File: src/include/fanp_pkg.sv
// Constants, register map and link-side carriers for the fiber
// next-page register bank.
// Assumes an AHB-Lite master with 32-bit data and one clock domain.
package fanp_pkg;

  // Register indices; byte address is four times the index
  localparam logic [5:0] FANP_IDX_EXPANSION = 6'h06;
  localparam logic [5:0] FANP_IDX_NP_TX     = 6'h07;
  localparam logic [5:0] FANP_IDX_LP_NP     = 6'h08;
  localparam logic [5:0] FANP_IDX_EXT_STAT  = 6'h0F;
  localparam logic [5:0] FANP_IDX_CTRL_ONE  = 6'h10;

  // Fiber mode encodings
  localparam logic [1:0] FANP_MODE_FX      = 2'h0;
  localparam logic [1:0] FANP_MODE_1000X   = 2'h1;

  // Field positions
  localparam int FANP_NP_BIT       = 15;
  localparam int FANP_TOGGLE_BIT   = 11;
  localparam int FANP_CTRL_BLK_EXT = 13;
  localparam int FANP_CTRL_CRS_TX  = 11;
  localparam int FANP_CTRL_FORCE   = 10;

  // Reset values, write and retain masks, match count
  localparam logic [15:0] FANP_NP_TX_RST   = 16'h2001;
  localparam logic [15:0] FANP_CTRL_RST    = 16'h4000;
  localparam logic [15:0] FANP_NP_TX_WMASK = 16'hB7FF;
  localparam logic [15:0] FANP_CTRL_WMASK  = 16'hFE00;
  localparam logic [15:0] FANP_CTRL_RETAIN = 16'hEE00;
  localparam logic [1:0]  FANP_MATCH_NEED  = 2'h3;

  localparam logic [1:0] FANP_HTRANS_NONSEQ = 2'h2;
  localparam logic [1:0] FANP_HTRANS_SEQ    = 2'h3;

  typedef struct packed {
    logic [1:0]  mode;
    logic        link_ok;
    logic        sync;
    logic        an_en;
    logic        cfg_valid;
    logic [15:0] cfg_word;
    logic        page_valid;
    logic        page_next;
    logic [15:0] page_word;
    logic        full_dup;
    logic        tx_active;
    logic        rx_ext;
    logic        rx_ext_err;
  } fanp_link_in_s;

  typedef struct packed {
    logic        link_up;
    logic        crs;
    logic        rx_ext;
    logic        rx_ext_err;
    logic        np_loaded;
    logic [15:0] np_word;
  } fanp_link_out_s;

endpackage : fanp_pkg

File: src/verilog/fanp_regs.sv
// Fiber next-page register bank with an AHB-Lite slave port.
// Assumes the link inputs are synchronous to i_core_clk and that the
// negotiation engine outside reports pages as one-cycle strobes.
`timescale 1ns/100ps
`default_nettype none

module fanp_regs (
  input  wire logic                    i_core_clk,
  input  wire logic                    i_rst_n,
  input  wire logic                    i_sw_rst,
  input  wire logic                    i_hsel,
  input  wire logic [31:0]             i_haddr,
  input  wire logic [1:0]              i_htrans,
  input  wire logic                    i_hwrite,
  input  wire logic [2:0]              i_hsize,
  input  wire logic [31:0]             i_hwdata,
  input  wire logic                    i_hready,
  output var  logic [31:0]             o_hrdata,
  output var  logic                    o_hreadyout,
  output var  logic                    o_hresp,
  input  wire fanp_pkg::fanp_link_in_s i_link,
  output var  fanp_pkg::fanp_link_out_s o_link
);
  import fanp_pkg::*;

  typedef struct packed {
    logic [1:0]     mode;
    logic           lp_np_able;
    logic           page_rx;
    logic           lp_an_able;
    logic [1:0]     match_cnt;
    logic [15:0]    last_cfg;
    logic [15:0]    np_tx;
    logic [15:0]    lp_np;
    logic [15:0]    ctrl;
    logic           wr_pend;
    logic [5:0]     wr_idx;
    logic [15:0]    rdata;
    fanp_link_out_s lo;
  } fanp_state_s;

  localparam fanp_state_s FANP_STATE_RST = '{
    mode:       FANP_MODE_FX,
    lp_np_able: 1'b0,
    page_rx:    1'b0,
    lp_an_able: 1'b0,
    match_cnt:  2'h0,
    last_cfg:   16'h0000,
    np_tx:      FANP_NP_TX_RST,
    lp_np:      16'h0000,
    ctrl:       FANP_CTRL_RST,
    wr_pend:    1'b0,
    wr_idx:     6'h00,
    rdata:      16'h0000,
    lo:         '0
  };

  fanp_state_s s_q;
  fanp_state_s s_d;

  function automatic logic is_1000x(input logic [1:0] mode);
    is_1000x = (mode == FANP_MODE_1000X);
  endfunction : is_1000x

  logic        acc_ok;
  logic        rd_acc;
  logic [5:0]  acc_idx;
  logic        link_eff;
  logic        base_page;
  logic        next_page;
  logic [15:0] expansion;
  logic [15:0] ext_stat;
  logic [15:0] ctrl_view;
  logic [15:0] wdata;

  assign acc_ok  = i_hsel && i_hready &&
                   (i_htrans == FANP_HTRANS_NONSEQ ||
                    i_htrans == FANP_HTRANS_SEQ);
  assign rd_acc  = acc_ok && !i_hwrite;
  assign acc_idx = i_haddr[7:2];
  assign wdata   = i_hwdata[15:0];

  // Link as seen by software; forcing bypasses the link machine
  assign link_eff  = s_q.ctrl[FANP_CTRL_FORCE] | i_link.link_ok;
  assign base_page = i_link.page_valid && !i_link.page_next;
  assign next_page = i_link.page_valid && i_link.page_next;

  // Bit 2 is hard wired, bits 15:4 read zero
  assign expansion = {12'h000, s_q.lp_np_able, 1'b1,
                      s_q.page_rx, s_q.lp_an_able};
  assign ext_stat  = {{2{s_q.mode != FANP_MODE_FX}}, 14'h0000};
  assign ctrl_view = {s_q.ctrl[15:9], 7'h00, s_q.mode};

  always_comb begin
    s_d = s_q;
    s_d.mode = i_link.mode;
    s_d.lo.np_loaded = 1'b0;

    // Data phase of a write accepted in the previous cycle
    if (s_q.wr_pend) begin
      case (s_q.wr_idx)
        FANP_IDX_NP_TX: begin
          s_d.np_tx = (s_q.np_tx & ~FANP_NP_TX_WMASK) |
                      (wdata & FANP_NP_TX_WMASK);
          s_d.lo.np_loaded = is_1000x(s_q.mode);
        end
        // Bits 8:0 are masked to zero as written; only bits 15:9 are stored
        FANP_IDX_CTRL_ONE: begin
          s_d.ctrl = wdata & FANP_CTRL_WMASK;
        end
        default: begin
          s_d.ctrl = s_d.ctrl;
        end
      endcase
    end

    // Toggle follows every received page, never the bus
    if (i_link.page_valid) begin
      s_d.np_tx[FANP_TOGGLE_BIT] = ~s_q.np_tx[FANP_TOGGLE_BIT];
    end

    // Latching flag: a page in the read cycle survives the clear
    if (rd_acc && acc_idx == FANP_IDX_EXPANSION) begin
      s_d.page_rx = i_link.page_valid;
    end else if (i_link.page_valid) begin
      s_d.page_rx = 1'b1;
    end

    if (!link_eff) begin
      s_d.lp_np_able = 1'b0;
      s_d.lp_np = 16'h0000;
    end else if (is_1000x(s_q.mode)) begin
      if (base_page && i_link.page_word[FANP_NP_BIT]) begin
        s_d.lp_np_able = 1'b1;
      end
      if (next_page) begin
        s_d.lp_np = i_link.page_word;
      end
    end
    // New mode applies at once so the bit never lags a mode change
    if (!is_1000x(s_d.mode)) begin
      s_d.lp_np_able = 1'b0;
    end

    // Three matching non-zero code groups in a row
    if (!i_link.sync) begin
      s_d.match_cnt = 2'h0;
    end else if (i_link.cfg_valid) begin
      s_d.last_cfg = i_link.cfg_word;
      if (i_link.cfg_word == 16'h0000) begin
        s_d.match_cnt = 2'h0;
      end else if (i_link.cfg_word != s_q.last_cfg ||
                   s_q.match_cnt == 2'h0) begin
        s_d.match_cnt = 2'h1;
      end else if (s_q.match_cnt != FANP_MATCH_NEED) begin
        s_d.match_cnt = s_q.match_cnt + 2'h1;
      end
    end
    s_d.lp_an_able = i_link.sync && i_link.an_en &&
                     (s_q.match_cnt == FANP_MATCH_NEED);

    // Address phase; read data registered for the data phase
    s_d.wr_pend = acc_ok && i_hwrite;
    s_d.wr_idx  = acc_idx;
    if (rd_acc) begin
      case (acc_idx)
        FANP_IDX_EXPANSION: s_d.rdata = expansion;
        FANP_IDX_NP_TX:     s_d.rdata = s_q.np_tx;
        FANP_IDX_LP_NP:     s_d.rdata = s_q.lp_np;
        FANP_IDX_EXT_STAT:  s_d.rdata = ext_stat;
        FANP_IDX_CTRL_ONE:  s_d.rdata = ctrl_view;
        default:            s_d.rdata = 16'h0000;
      endcase
    end

    // Link-facing outputs, one register stage
    s_d.lo.link_up = link_eff;
    s_d.lo.crs = s_q.ctrl[FANP_CTRL_CRS_TX] && !i_link.full_dup &&
                 i_link.tx_active;
    s_d.lo.rx_ext = i_link.rx_ext &&
                    !(s_q.ctrl[FANP_CTRL_BLK_EXT] && i_link.full_dup);
    s_d.lo.rx_ext_err = i_link.rx_ext_err &&
                        !(s_q.ctrl[FANP_CTRL_BLK_EXT] && i_link.full_dup);
    // Only 1000BASE-X sends the page; other modes see zero
    s_d.lo.np_word = is_1000x(s_q.mode) ? s_d.np_tx : 16'h0000;

    // Software reset: status and pages reset, marked control bits kept
    if (i_sw_rst) begin
      s_d.lp_np_able = 1'b0;
      s_d.page_rx    = 1'b0;
      s_d.lp_an_able = 1'b0;
      s_d.match_cnt  = 2'h0;
      s_d.np_tx      = FANP_NP_TX_RST;
      s_d.lp_np      = 16'h0000;
      s_d.ctrl       = s_d.ctrl & FANP_CTRL_RETAIN;
      s_d.lo.np_loaded = 1'b0;
    end
  end

  always_ff @(posedge i_core_clk or negedge i_rst_n) begin
    if (!i_rst_n) begin
      s_q <= FANP_STATE_RST;
    end else begin
      s_q <= s_d;
    end
  end

  // Zero wait states; every access answers OKAY
  always_comb begin
    o_hrdata    = {16'h0000, s_q.rdata};
    o_hreadyout = 1'b1;
    o_hresp     = 1'b0;
    o_link      = s_q.lo;
  end

  a_lp_np_mode: assert property (@(posedge i_core_clk) disable iff (!i_rst_n)
    !is_1000x(s_q.mode) |-> !s_q.lp_np_able)
    else $error("partner next page bit set outside 1000BASE-X");

  a_lp_np_set: assert property (@(posedge i_core_clk) disable iff (!i_rst_n)
    (link_eff && is_1000x(s_q.mode) && i_link.mode == s_q.mode && !i_sw_rst
     && base_page && i_link.page_word[FANP_NP_BIT]) |=> s_q.lp_np_able)
    else $error("partner next page bit not set by base page");

  a_link_clr: assert property (@(posedge i_core_clk) disable iff (!i_rst_n)
    !link_eff |=> (!s_q.lp_np_able && s_q.lp_np == 16'h0000))
    else $error("link down did not clear partner page state");

  a_page_flag: assert property (@(posedge i_core_clk) disable iff (!i_rst_n)
    (i_link.page_valid && !i_sw_rst) |=> s_q.page_rx)
    else $error("received page lost");

  a_page_clear: assert property (@(posedge i_core_clk) disable iff (!i_rst_n)
    (rd_acc && acc_idx == FANP_IDX_EXPANSION && !i_link.page_valid)
    |=> (!s_q.page_rx && s_q.rdata[1] == $past(s_q.page_rx)))
    else $error("expansion read did not clear page flag");

  a_an_able: assert property (@(posedge i_core_clk) disable iff (!i_rst_n)
    s_q.lp_an_able |-> ($past(i_link.sync) && $past(i_link.an_en)))
    else $error("negotiation capable without sync or enable");

  a_np_loaded: assert property (@(posedge i_core_clk) disable iff (!i_rst_n)
    (acc_ok && i_hwrite && acc_idx == FANP_IDX_NP_TX)
    ##1 (is_1000x(s_q.mode) && !i_sw_rst) |=> o_link.np_loaded)
    else $error("next page write did not flag loaded page");

  a_np_fx_quiet: assert property (@(posedge i_core_clk) disable iff (!i_rst_n)
    o_link.np_loaded |-> is_1000x($past(s_q.mode)))
    else $error("next page loaded outside 1000BASE-X");

  a_toggle_flip: assert property (@(posedge i_core_clk) disable iff (!i_rst_n)
    (i_link.page_valid && !i_sw_rst) |=>
    s_q.np_tx[FANP_TOGGLE_BIT] != $past(s_q.np_tx[FANP_TOGGLE_BIT]))
    else $error("toggle did not invert on received page");

  a_ext_stat: assert property (@(posedge i_core_clk) disable iff (!i_rst_n)
    ext_stat[13:0] == 14'h0000 &&
    ext_stat[15] == (s_q.mode != FANP_MODE_FX))
    else $error("extended status bits wrong");

  a_crs_tx: assert property (@(posedge i_core_clk) disable iff (!i_rst_n)
    o_link.crs |-> ($past(i_link.tx_active) && !$past(i_link.full_dup)))
    else $error("carrier sense asserted outside half duplex transmit");

  a_blk_ext: assert property (@(posedge i_core_clk) disable iff (!i_rst_n)
    (s_q.ctrl[FANP_CTRL_BLK_EXT] && i_link.full_dup) |=> !o_link.rx_ext)
    else $error("carrier extension passed in full duplex");

  a_force_link: assert property (@(posedge i_core_clk) disable iff (!i_rst_n)
    s_q.ctrl[FANP_CTRL_FORCE] |=> o_link.link_up)
    else $error("forced link not reported up");

  a_lp_np_newmode: assert property (@(posedge i_core_clk)
    disable iff (!i_rst_n)
    !is_1000x(i_link.mode) |=> !s_q.lp_np_able)
    else $error("partner next page bit kept after mode change");

  a_lp_np_rise: assert property (@(posedge i_core_clk)
    disable iff (!i_rst_n)
    $rose(s_q.lp_np_able) |->
    $past(base_page && i_link.page_word[FANP_NP_BIT]))
    else $error("partner next page bit set without base page");

  a_lp_np_fall: assert property (@(posedge i_core_clk)
    disable iff (!i_rst_n)
    $fell(s_q.lp_np_able) |->
    (!$past(link_eff) || !is_1000x(s_q.mode) || $past(i_sw_rst)))
    else $error("partner next page bit dropped without cause");

  a_local_np: assert property (@(posedge i_core_clk)
    disable iff (!i_rst_n)
    expansion[2] && expansion[15:4] == 12'h000)
    else $error("expansion fixed bits wrong");

  a_page_rise: assert property (@(posedge i_core_clk)
    disable iff (!i_rst_n)
    $rose(s_q.page_rx) |-> $past(i_link.page_valid))
    else $error("page flag set without a page");

  a_page_keep: assert property (@(posedge i_core_clk)
    disable iff (!i_rst_n)
    (s_q.page_rx && !i_sw_rst &&
     !(rd_acc && acc_idx == FANP_IDX_EXPANSION)) |=> s_q.page_rx)
    else $error("page flag cleared without a read");

  a_an_rise: assert property (@(posedge i_core_clk)
    disable iff (!i_rst_n)
    $rose(s_q.lp_an_able) |-> $past(s_q.match_cnt == FANP_MATCH_NEED))
    else $error("negotiation capable before three matches");

  a_np_load_src: assert property (@(posedge i_core_clk)
    disable iff (!i_rst_n)
    o_link.np_loaded |->
    $past(s_q.wr_pend && s_q.wr_idx == FANP_IDX_NP_TX))
    else $error("page loaded without a transmit write");

  a_np_word_quiet: assert property (@(posedge i_core_clk)
    disable iff (!i_rst_n)
    !is_1000x($past(s_q.mode)) |-> o_link.np_word == 16'h0000)
    else $error("next page word sent outside 1000BASE-X");

  a_np_word_src: assert property (@(posedge i_core_clk)
    disable iff (!i_rst_n)
    (is_1000x($past(s_q.mode)) && !$past(i_sw_rst)) |->
    o_link.np_word == s_q.np_tx)
    else $error("sent next page word differs from register");

  a_np_tx_bit14: assert property (@(posedge i_core_clk)
    disable iff (!i_rst_n)
    !s_q.np_tx[14])
    else $error("read-only transmit bit 14 set");

  a_toggle_hold: assert property (@(posedge i_core_clk)
    disable iff (!i_rst_n)
    (!i_link.page_valid && !i_sw_rst) |=>
    $stable(s_q.np_tx[FANP_TOGGLE_BIT]))
    else $error("toggle changed without a received page");

  a_lp_np_load: assert property (@(posedge i_core_clk)
    disable iff (!i_rst_n)
    (link_eff && is_1000x(s_q.mode) && next_page && !i_sw_rst) |=>
    s_q.lp_np == $past(i_link.page_word))
    else $error("partner next page not loaded");

  a_lp_np_keep: assert property (@(posedge i_core_clk)
    disable iff (!i_rst_n)
    (link_eff && !next_page && !i_sw_rst) |=> $stable(s_q.lp_np))
    else $error("partner next page changed without a page");

  a_ext_half: assert property (@(posedge i_core_clk)
    disable iff (!i_rst_n)
    ext_stat[14] == (s_q.mode != FANP_MODE_FX))
    else $error("half duplex capability bit wrong");

  a_ext_pass: assert property (@(posedge i_core_clk)
    disable iff (!i_rst_n)
    (i_link.rx_ext && i_link.rx_ext_err && !i_link.full_dup) |=>
    (o_link.rx_ext && o_link.rx_ext_err))
    else $error("carrier extension blocked in half duplex");

  a_ext_err_blk: assert property (@(posedge i_core_clk)
    disable iff (!i_rst_n)
    (s_q.ctrl[FANP_CTRL_BLK_EXT] && i_link.full_dup) |=>
    !o_link.rx_ext_err)
    else $error("extension with error passed in full duplex");

  a_crs_on: assert property (@(posedge i_core_clk)
    disable iff (!i_rst_n)
    (s_q.ctrl[FANP_CTRL_CRS_TX] && !i_link.full_dup &&
     i_link.tx_active) |=> o_link.crs)
    else $error("carrier sense missing on half duplex transmit");

  a_link_follow: assert property (@(posedge i_core_clk)
    disable iff (!i_rst_n)
    !s_q.ctrl[FANP_CTRL_FORCE] |=> o_link.link_up == $past(i_link.link_ok))
    else $error("link status does not follow link machine");

  a_ctrl_low: assert property (@(posedge i_core_clk)
    disable iff (!i_rst_n)
    s_q.ctrl[8:0] == 9'h000)
    else $error("control low bits stored");

  a_mode_mirror: assert property (@(posedge i_core_clk)
    disable iff (!i_rst_n)
    $past(i_rst_n) |-> s_q.mode == $past(i_link.mode))
    else $error("mode field does not mirror fiber mode");

  a_sw_rst_pages: assert property (@(posedge i_core_clk)
    disable iff (!i_rst_n)
    i_sw_rst |=> (s_q.np_tx == FANP_NP_TX_RST &&
                  s_q.lp_np == 16'h0000 && !s_q.page_rx))
    else $error("software reset left page state");

endmodule : fanp_regs

`default_nettype wire
File: config.mk
export PLATFORM = sky130hd
export DESIGN_NAME = fanp_regs
export DESIGN_NICKNAME = d
export VERILOG_FILES = /design/src/include/fanp_pkg.sv /design/src/verilog/fanp_regs.sv
export SDC_FILE = /design/constraint.sdc
export NUM_CORES = 1
export LEC_CHECK = 0
export BUFFER_PORTS_ARGS = -buffer_cell sky130_fd_sc_hd__clkbuf_2
export CAP_MARGIN = 20
export CELL_PAD_IN_SITES_DETAIL_PLACEMENT = 0
export CELL_PAD_IN_SITES_GLOBAL_PLACEMENT = 1
export CORE_MARGIN = 2
export CORE_UTILIZATION = 41
export CTS_CLUSTER_DIAMETER = 150
export DETAILED_ROUTE_END_ITERATION = 7
export PLACE_DENSITY = 0.91
export SYNTH_ARGS = -nofsm -noshare
export SYNTH_HDL_FRONTEND = slang
export SYNTH_SLANG_ARGS = --single-unit
File: constraint.sdc
create_clock -name i_core_clk -period 3.8 [get_ports i_core_clk]
set_input_delay 0.57 -clock i_core_clk [delete_from_list [all_inputs] [get_ports i_core_clk]]
set_output_delay 0.57 -clock i_core_clk [all_outputs]
set_load 0.1 [all_outputs]
==> flow_summary.yaml, run 1 <==
status:
  status: "complete, no violations"
die:
  io_pins: 174
  die_y_microns: 111
  core_area_sq_um: 11300
  die_w_microns: 111
  dieArea_sq_um: 12300
  start_util: 0.415
  rows: 39
worst_hold_path:
  min_path_cells: 1
  min_from: "i_link[42]"
  hold_path_end: "ctrl_view[0]$_DFF_PN0_"
  hp-class: "input port to register"
timing:
  report.final.slew_viol_count: 0
  fin_setup_tns_ns: 0
  post-route-period-util: 0.489
  hold_viol: 0
  tightestPinTransition_ns: 0.994
  fmax_mhz: 538
  fin_crit_ns: 1.86
  slew_headroom: 0.337
  final.setup_skew_ns: 0.00530
  setup_viol: 0
  rsz0062_at_grt: "no"
  whs_ns: 0.354
yosys:
  synth_edf_count: 0
  synth_flop_cell: "dfrtp_1"
  netlist_area_sq_um: 4700
  avgSynthCellArea_sq_um: 11.8
  ys.warnings.count: 0
  synth_cell_types: 47
  yosysSeqAreaShare: 0.555
  synthCells: 397
  synth-seq-cells: 104
  async_reset_ff_frac: 1.00
critical_path:
  cp_max_fo: 16
  r2r_end: "o_link[13]$_DFF_PN0_"
  cp.required_ns: 4.06
  cp-start-kind: "input port"
  endpoint_kind: "register"
  r2r-start: "s_q[40]$_DFF_PN0_"
  crit_arrival_ns: 2.12
  path_class: "input port to register"
  rr_worst_depth: 6
  ff2ff_setup_slack_ns: 2.15
power:
  seq_power_share: 0.463
  comb_power_share: 0.131
  powerDensity_nw_per_um2: 475
  clkPwrFrac: 0.406
  power.switching_mw: 0.664
  vdd_drop_max_uv: 364
  p_int_mw: 1.89
  netSwitchingFraction: 0.260
  power_leakage_nw: 2.53
global_routing:
  grt_antenna_before_repair: 0
  first_global_vias: 3111
  grt_max_degree: 79
  grt_pass1_wl_microns: 16300
  gr-usage-all-layers: 0.170
  grt-ovfl-total: 0
placement:
  gp_congestion: 0.795
  postPlaceCellArea_sq_um: 5010
  dpl.cell_count: 599
  portBuffers: 108
  dp_hpwl_microns: 7300
clock_tree:
  clk_latency_ns: 0.34
  htreeDepth: 3
  cts_root_buffer: "clkbuf_16"
  holdBufCountCts: 0
  clock-sinks: 104
  clkTransAtPathRegs_ns: 0.07
  post_cts_buffers: 0
  cts_resized: 0
  cts_tree: "built"
  cts_buffers: 9
  clock_path_buffers: 2
drt:
  via_count: 3054
  drt_iter0_markers: 197
  post_drt_wl_per_cell_microns: 16.5
  viasPerCell: 4.96
  final_antenna_net_count: 0
  drt-total-wl_microns: 10200
  remaining_drc_errors: 0
  drt_first_pass_iters: 5
finish:
  area_delta_synth_final_pct: 14.3
  final_nets: 589
  n_antenna_cell: 0
  drive_gt1_frac: 0.345
  layout.cells.non_filler: 616
  final_cell_mix: "clkbuf_2 (107), dfrtp_1 (101), nor2_1 (36)"
  final_common_cell: "clkbuf_2"
  final_area_sq_um: 5370
  final_util: 0.474
job:
  drv_cap: 0
[flip-flops by register name, indices dropped and copies added (netlist names)]
signal / count
ctrl_view: 9
s_q: 56
expansion: 3
o_hrdata: 16
o_link: 20
[power groups by stage]
| stage | logic, mW | registers (mW) | clock network [mW] |
|---|---|---|---|
| after floorplan | 0.265 | 1.19 | 0 |
| after global placement | 0.331 | 1.20 | 0 |
| after detailed placement | 0.336 | 1.20 | 0 |
| after CTS | 0.337 | 1.18 | 1.06 |
| after global routing | 0.360 | 1.19 | 1.11 |
| final | 0.333 | 1.18 | 1.04 |
[cell type report]
class                   count  area [sq um]
fillers                  1028          5950
flip-flops and latches    104          2610
multi-input cells         236          1640
repair buffers            113           601
clock buffers              12           236
well taps                 143           179
clock inverters             4          95.1
inverters                   4          15.0
[cell usage after synthesis, drive strengths merged, types with 7 or more instances]
library cell    n  area, sq um
dfrtp         101         2530
buf            62          472
nor2           37          141
mux2           25          282
nand2          24         92.6
a22o           16          140
o21ai          16         80.1
mux2i          15          150
nor4           11          105
xor2            9         78.8
clkbuf          8         30.0
xnor2           8         70.1
a222oi          7         70.1
a22oi           7         52.6
[per-layer routing]
| layer | wire length [microns] | track usage |
|---|---|---|
| met2 | 4850 | 0.266 |
| met1 | 4510 | 0.221 |
| met4 | 119 | 0.0519 |
| met5 | 0 | 0 |
| met3 | 702 | 0.0651 |
[through the flow]
step	setup WS (ns)	power (mW)
detailed placement	1.53	1.54
finish	1.94	2.55
floorplan	2.17	1.46
CTS	1.75	2.58
global route	1.80	2.65
global placement	1.59	1.53
[kinds of logic (layout without fill, tap and decap cells)]
| kind of cell | Yosys count | count (layout) | synth area share |
|---|---|---|---|
| xor+xnor | 17 | 17 | 0.0317 |
| fa+ha+maj | 2 | 2 | 0.00533 |
| simple gates | 101 | 101 | 0.115 |
| other cells | 2 | 19 | 0.00160 |
| buf+inv | 74 | 133 | 0.110 |
| compound gates | 57 | 57 | 0.0893 |
| flops | 104 | 104 | 0.555 |
| mux | 40 | 40 | 0.0919 |
[worst max-delay path by stage]
stage                                 start  slack [ns]                        to
final                            i_haddr[7]        1.94  o_hrdata[10]$_DFFE_PN0N_
after global routing             i_haddr[7]        1.80   o_hrdata[1]$_DFFE_PN0N_
after floorplan                  i_link[41]        2.17       s_q[66]$_DFFE_PN0P_
after CTS                 s_q[40]$_DFF_PN0_        1.75      o_link[13]$_DFF_PN0_
after detailed placement         i_haddr[7]        1.53  o_hrdata[10]$_DFFE_PN0N_
after global placement           i_haddr[7]        1.59   o_hrdata[0]$_DFFE_PN0N_
[critical path, stage by stage]
cell	delay, ns
clkbuf_2	0.12
nor2_1	0.13
nand2_1	0.11
nor4_4	0.66
a222oi_1	0.29
o21ai_0	0.23
Power figures use the tool's default switching activity.
==> inputs of run 2 (changes only) <==
CORE_UTILIZATION = 38   (was 41)
PLACE_DENSITY = 0.85   (was 0.91)
clock period = 1.76 ns   (was 3.8 ns; I/O delays follow)
==> flow_summary.yaml, run 2 (synthesis results as in run 1) <==
timing:
  final.setup_skew_ns: 0.00848
  fmax_mhz: 613
  post-route-period-util: 0.926
  hold_viol: 0
  slew_headroom: 0.532
  fin_setup_tns_ns: 0
  rsz0062_at_grt: "no"
  setup_viol: 0
  report.final.slew_viol_count: 0
  fin_crit_ns: 1.63
  tightestPinTransition_ns: 0.701
critical_path:
  r2r-start: "s_q[104]$_DFFE_PN0P_"
  crit_arrival_ns: 1.86
  cp_max_fo: 2
  r2r_end: "s_q[108]$_DFFE_PN0P_"
  rr_worst_depth: 5
  endpoint_kind: "register"
  cp.required_ns: 1.99
  cp-start-kind: "register"
  ff2ff_setup_slack_ns: 0.13
  path_class: "register to register"
global_routing:
  use_met3: 0.0527
  first_global_vias: 3159
  grt-ovfl-total: 0
  grt_pass1_wl_microns: 16200
  grt_use_met1: 0.202
  gr-usage-all-layers: 0.163
  grt_max_degree: 40
  grt-busiest-layer: "met2"
  grt_antenna_before_repair: 1
  grt_use_met2: 0.262
drt:
  via_count: 3139
  viasPerCell: 4.79
  drt_first_pass_iters: 4
  drt_iter0_markers: 150
  post_drt_wl_per_cell_microns: 15.9
  drt-total-wl_microns: 10400
  final_antenna_net_count: 0
  remaining_drc_errors: 0
finish:
  drive_gt1_frac: 0.372
  final_cell_mix: "clkbuf_2 (107), dfrtp_1 (101), nor2_1 (35)"
  final_common_cell: "clkbuf_2"
  largest-register: "s_q"
  final_util: 0.460
  largest_reg_flops: 56
  fill_cells: 1129
  seq_area_sq_um: 2610
  area_delta_synth_final_pct: 18.3
  multi_input_area_sq_um: 1650
  final_nets: 602
die:
  io_pins: 174
  die_w_microns: 115
  dieArea_sq_um: 13300
  die_y_microns: 115
  core_area_sq_um: 12100
  start_util: 0.389
  rows: 40
power:
  netSwitchingFraction: 0.257
  powerDensity_nw_per_um2: 1020
  power.switching_mw: 1.46
  seq_power_share: 0.449
  clkPwrFrac: 0.419
  p_int_mw: 4.21
  comb_power_share: 0.132
  power_leakage_nw: 2.62
  vdd_drop_max_uv: 463
status:
  status: "complete, no violations"
clock_tree:
  clkTransAtPathRegs_ns: 0.07
  cts_tree: "built"
  clk_latency_ns: 0.35
  cts_root_buffer: "clkbuf_16"
  clock_path_buffers: 2
  cts_buffers: 9
  clock-sinks: 104
  htreeDepth: 3
worst_hold_path:
  min_from: "i_link[42]"
  hp-class: "input port to register"
  hold_path_end: "ctrl_view[0]$_DFF_PN0_"
  min_path_cells: 1
placement:
  gp_congestion: 0.821
  dp_hpwl_microns: 7650
  portBuffers: 108
job:
  drv_cap: 0
run 2: cell count changes in the layout (fill, tap and decap cells not counted), moves of 2 or more:
cell | before | now
buf_12 | 0 | 2
buf_4 | 5 | 16
clkbuf_1 | 3 | 0
clkbuf_8 | 0 | 3
run 2: worst max path at each step:
| stage | endpoint | startpoint | slack, ns |
|---|---|---|---|
| 2_1_floorplan | s_q[66]$_DFFE_PN0P_ | ctrl_view[10]$_DFFE_PN0P_ | 0.32 |
| 3_3_place_gp | s_q[62]$_DFFE_PN0P_ | ctrl_view[0]$_DFF_PN0_ | -0.12 |
| 3_5_place_dp | s_q[65]$_DFFE_PN0P_ | ctrl_view[1]$_DFF_PN0_ | -0.1 |
| 4_1_cts | s_q[65]$_DFFE_PN0P_ | ctrl_view[0]$_DFF_PN0_ | 0.09 |
| 5_1_grt | s_q[109]$_DFFE_PN0P_ | s_q[97]$_DFFE_PN0P_ | 0.01 |
| 6_report | s_q[108]$_DFFE_PN0P_ | s_q[104]$_DFFE_PN0P_ | 0.13 |
run 2: routing by layer:
metal	part of all wire	vias to the layer above
met5	0	-
met4	0.021	0
met3	0.073	16
met2	0.48	101
met1	0.43	1525
li1	-	1497
run 2: power by group through the flow:
stage	registers, mW	logic, mW	clock network, mW
after global routing	2.56	0.803	2.52
after floorplan	2.58	0.572	0
after CTS	2.55	0.755	2.42
after global placement	2.59	0.735	0
after detailed placement	2.59	0.750	0
final	2.55	0.746	2.38
run 2: final cells by class:
class | count | area share
clock inverter | 4 | 0.0178
clock buffer | 12 | 0.0480
antenna | 1 | 0.000451
timing repair buffer | 126 | 0.127
multi-input combinational | 236 | 0.297
tap | 168 | 0.0379
inverter | 4 | 0.00270
sequential | 104 | 0.469
run 2: critical path: stages (launching register included):
cell and delay [ns]:
dfrtp_1 0.39, xnor2_1 0.18, nand4_1 0.12, or3_1 0.41, nor4_1 0.31, o22ai_1 0.10
run 2: through the flow:
| step | setup WS, ns | cell area, sq um | power, mW | instances | hold WS [ns] |
|---|---|---|---|---|---|
| floorplan | 0.317 | 4760 | 3.15 | 414 | -0.0316 |
| global placement | -0.120 | 5160 | 3.32 | 636 | 0.268 |
| detailed placement | -0.0951 | 5160 | 3.34 | 637 | 0.272 |
| CTS | 0.0873 | 5540 | 5.73 | 654 | 0.0353 |
| global route | 0.0126 | 5550 | 5.88 | 654 | 0.0322 |
| finish | 0.130 | 5550 | 5.67 | 655 | 0.0381 |
run 2: repair_timing:
action | in CTS | in global routing
setup endpoints to repair | 16 | 7
buffers inserted | 0 | 0
hold endpoints to repair | 34 | 0
cloned | 0 | 0
hold buffers | 1 | 0
resized for setup | 1 | 2
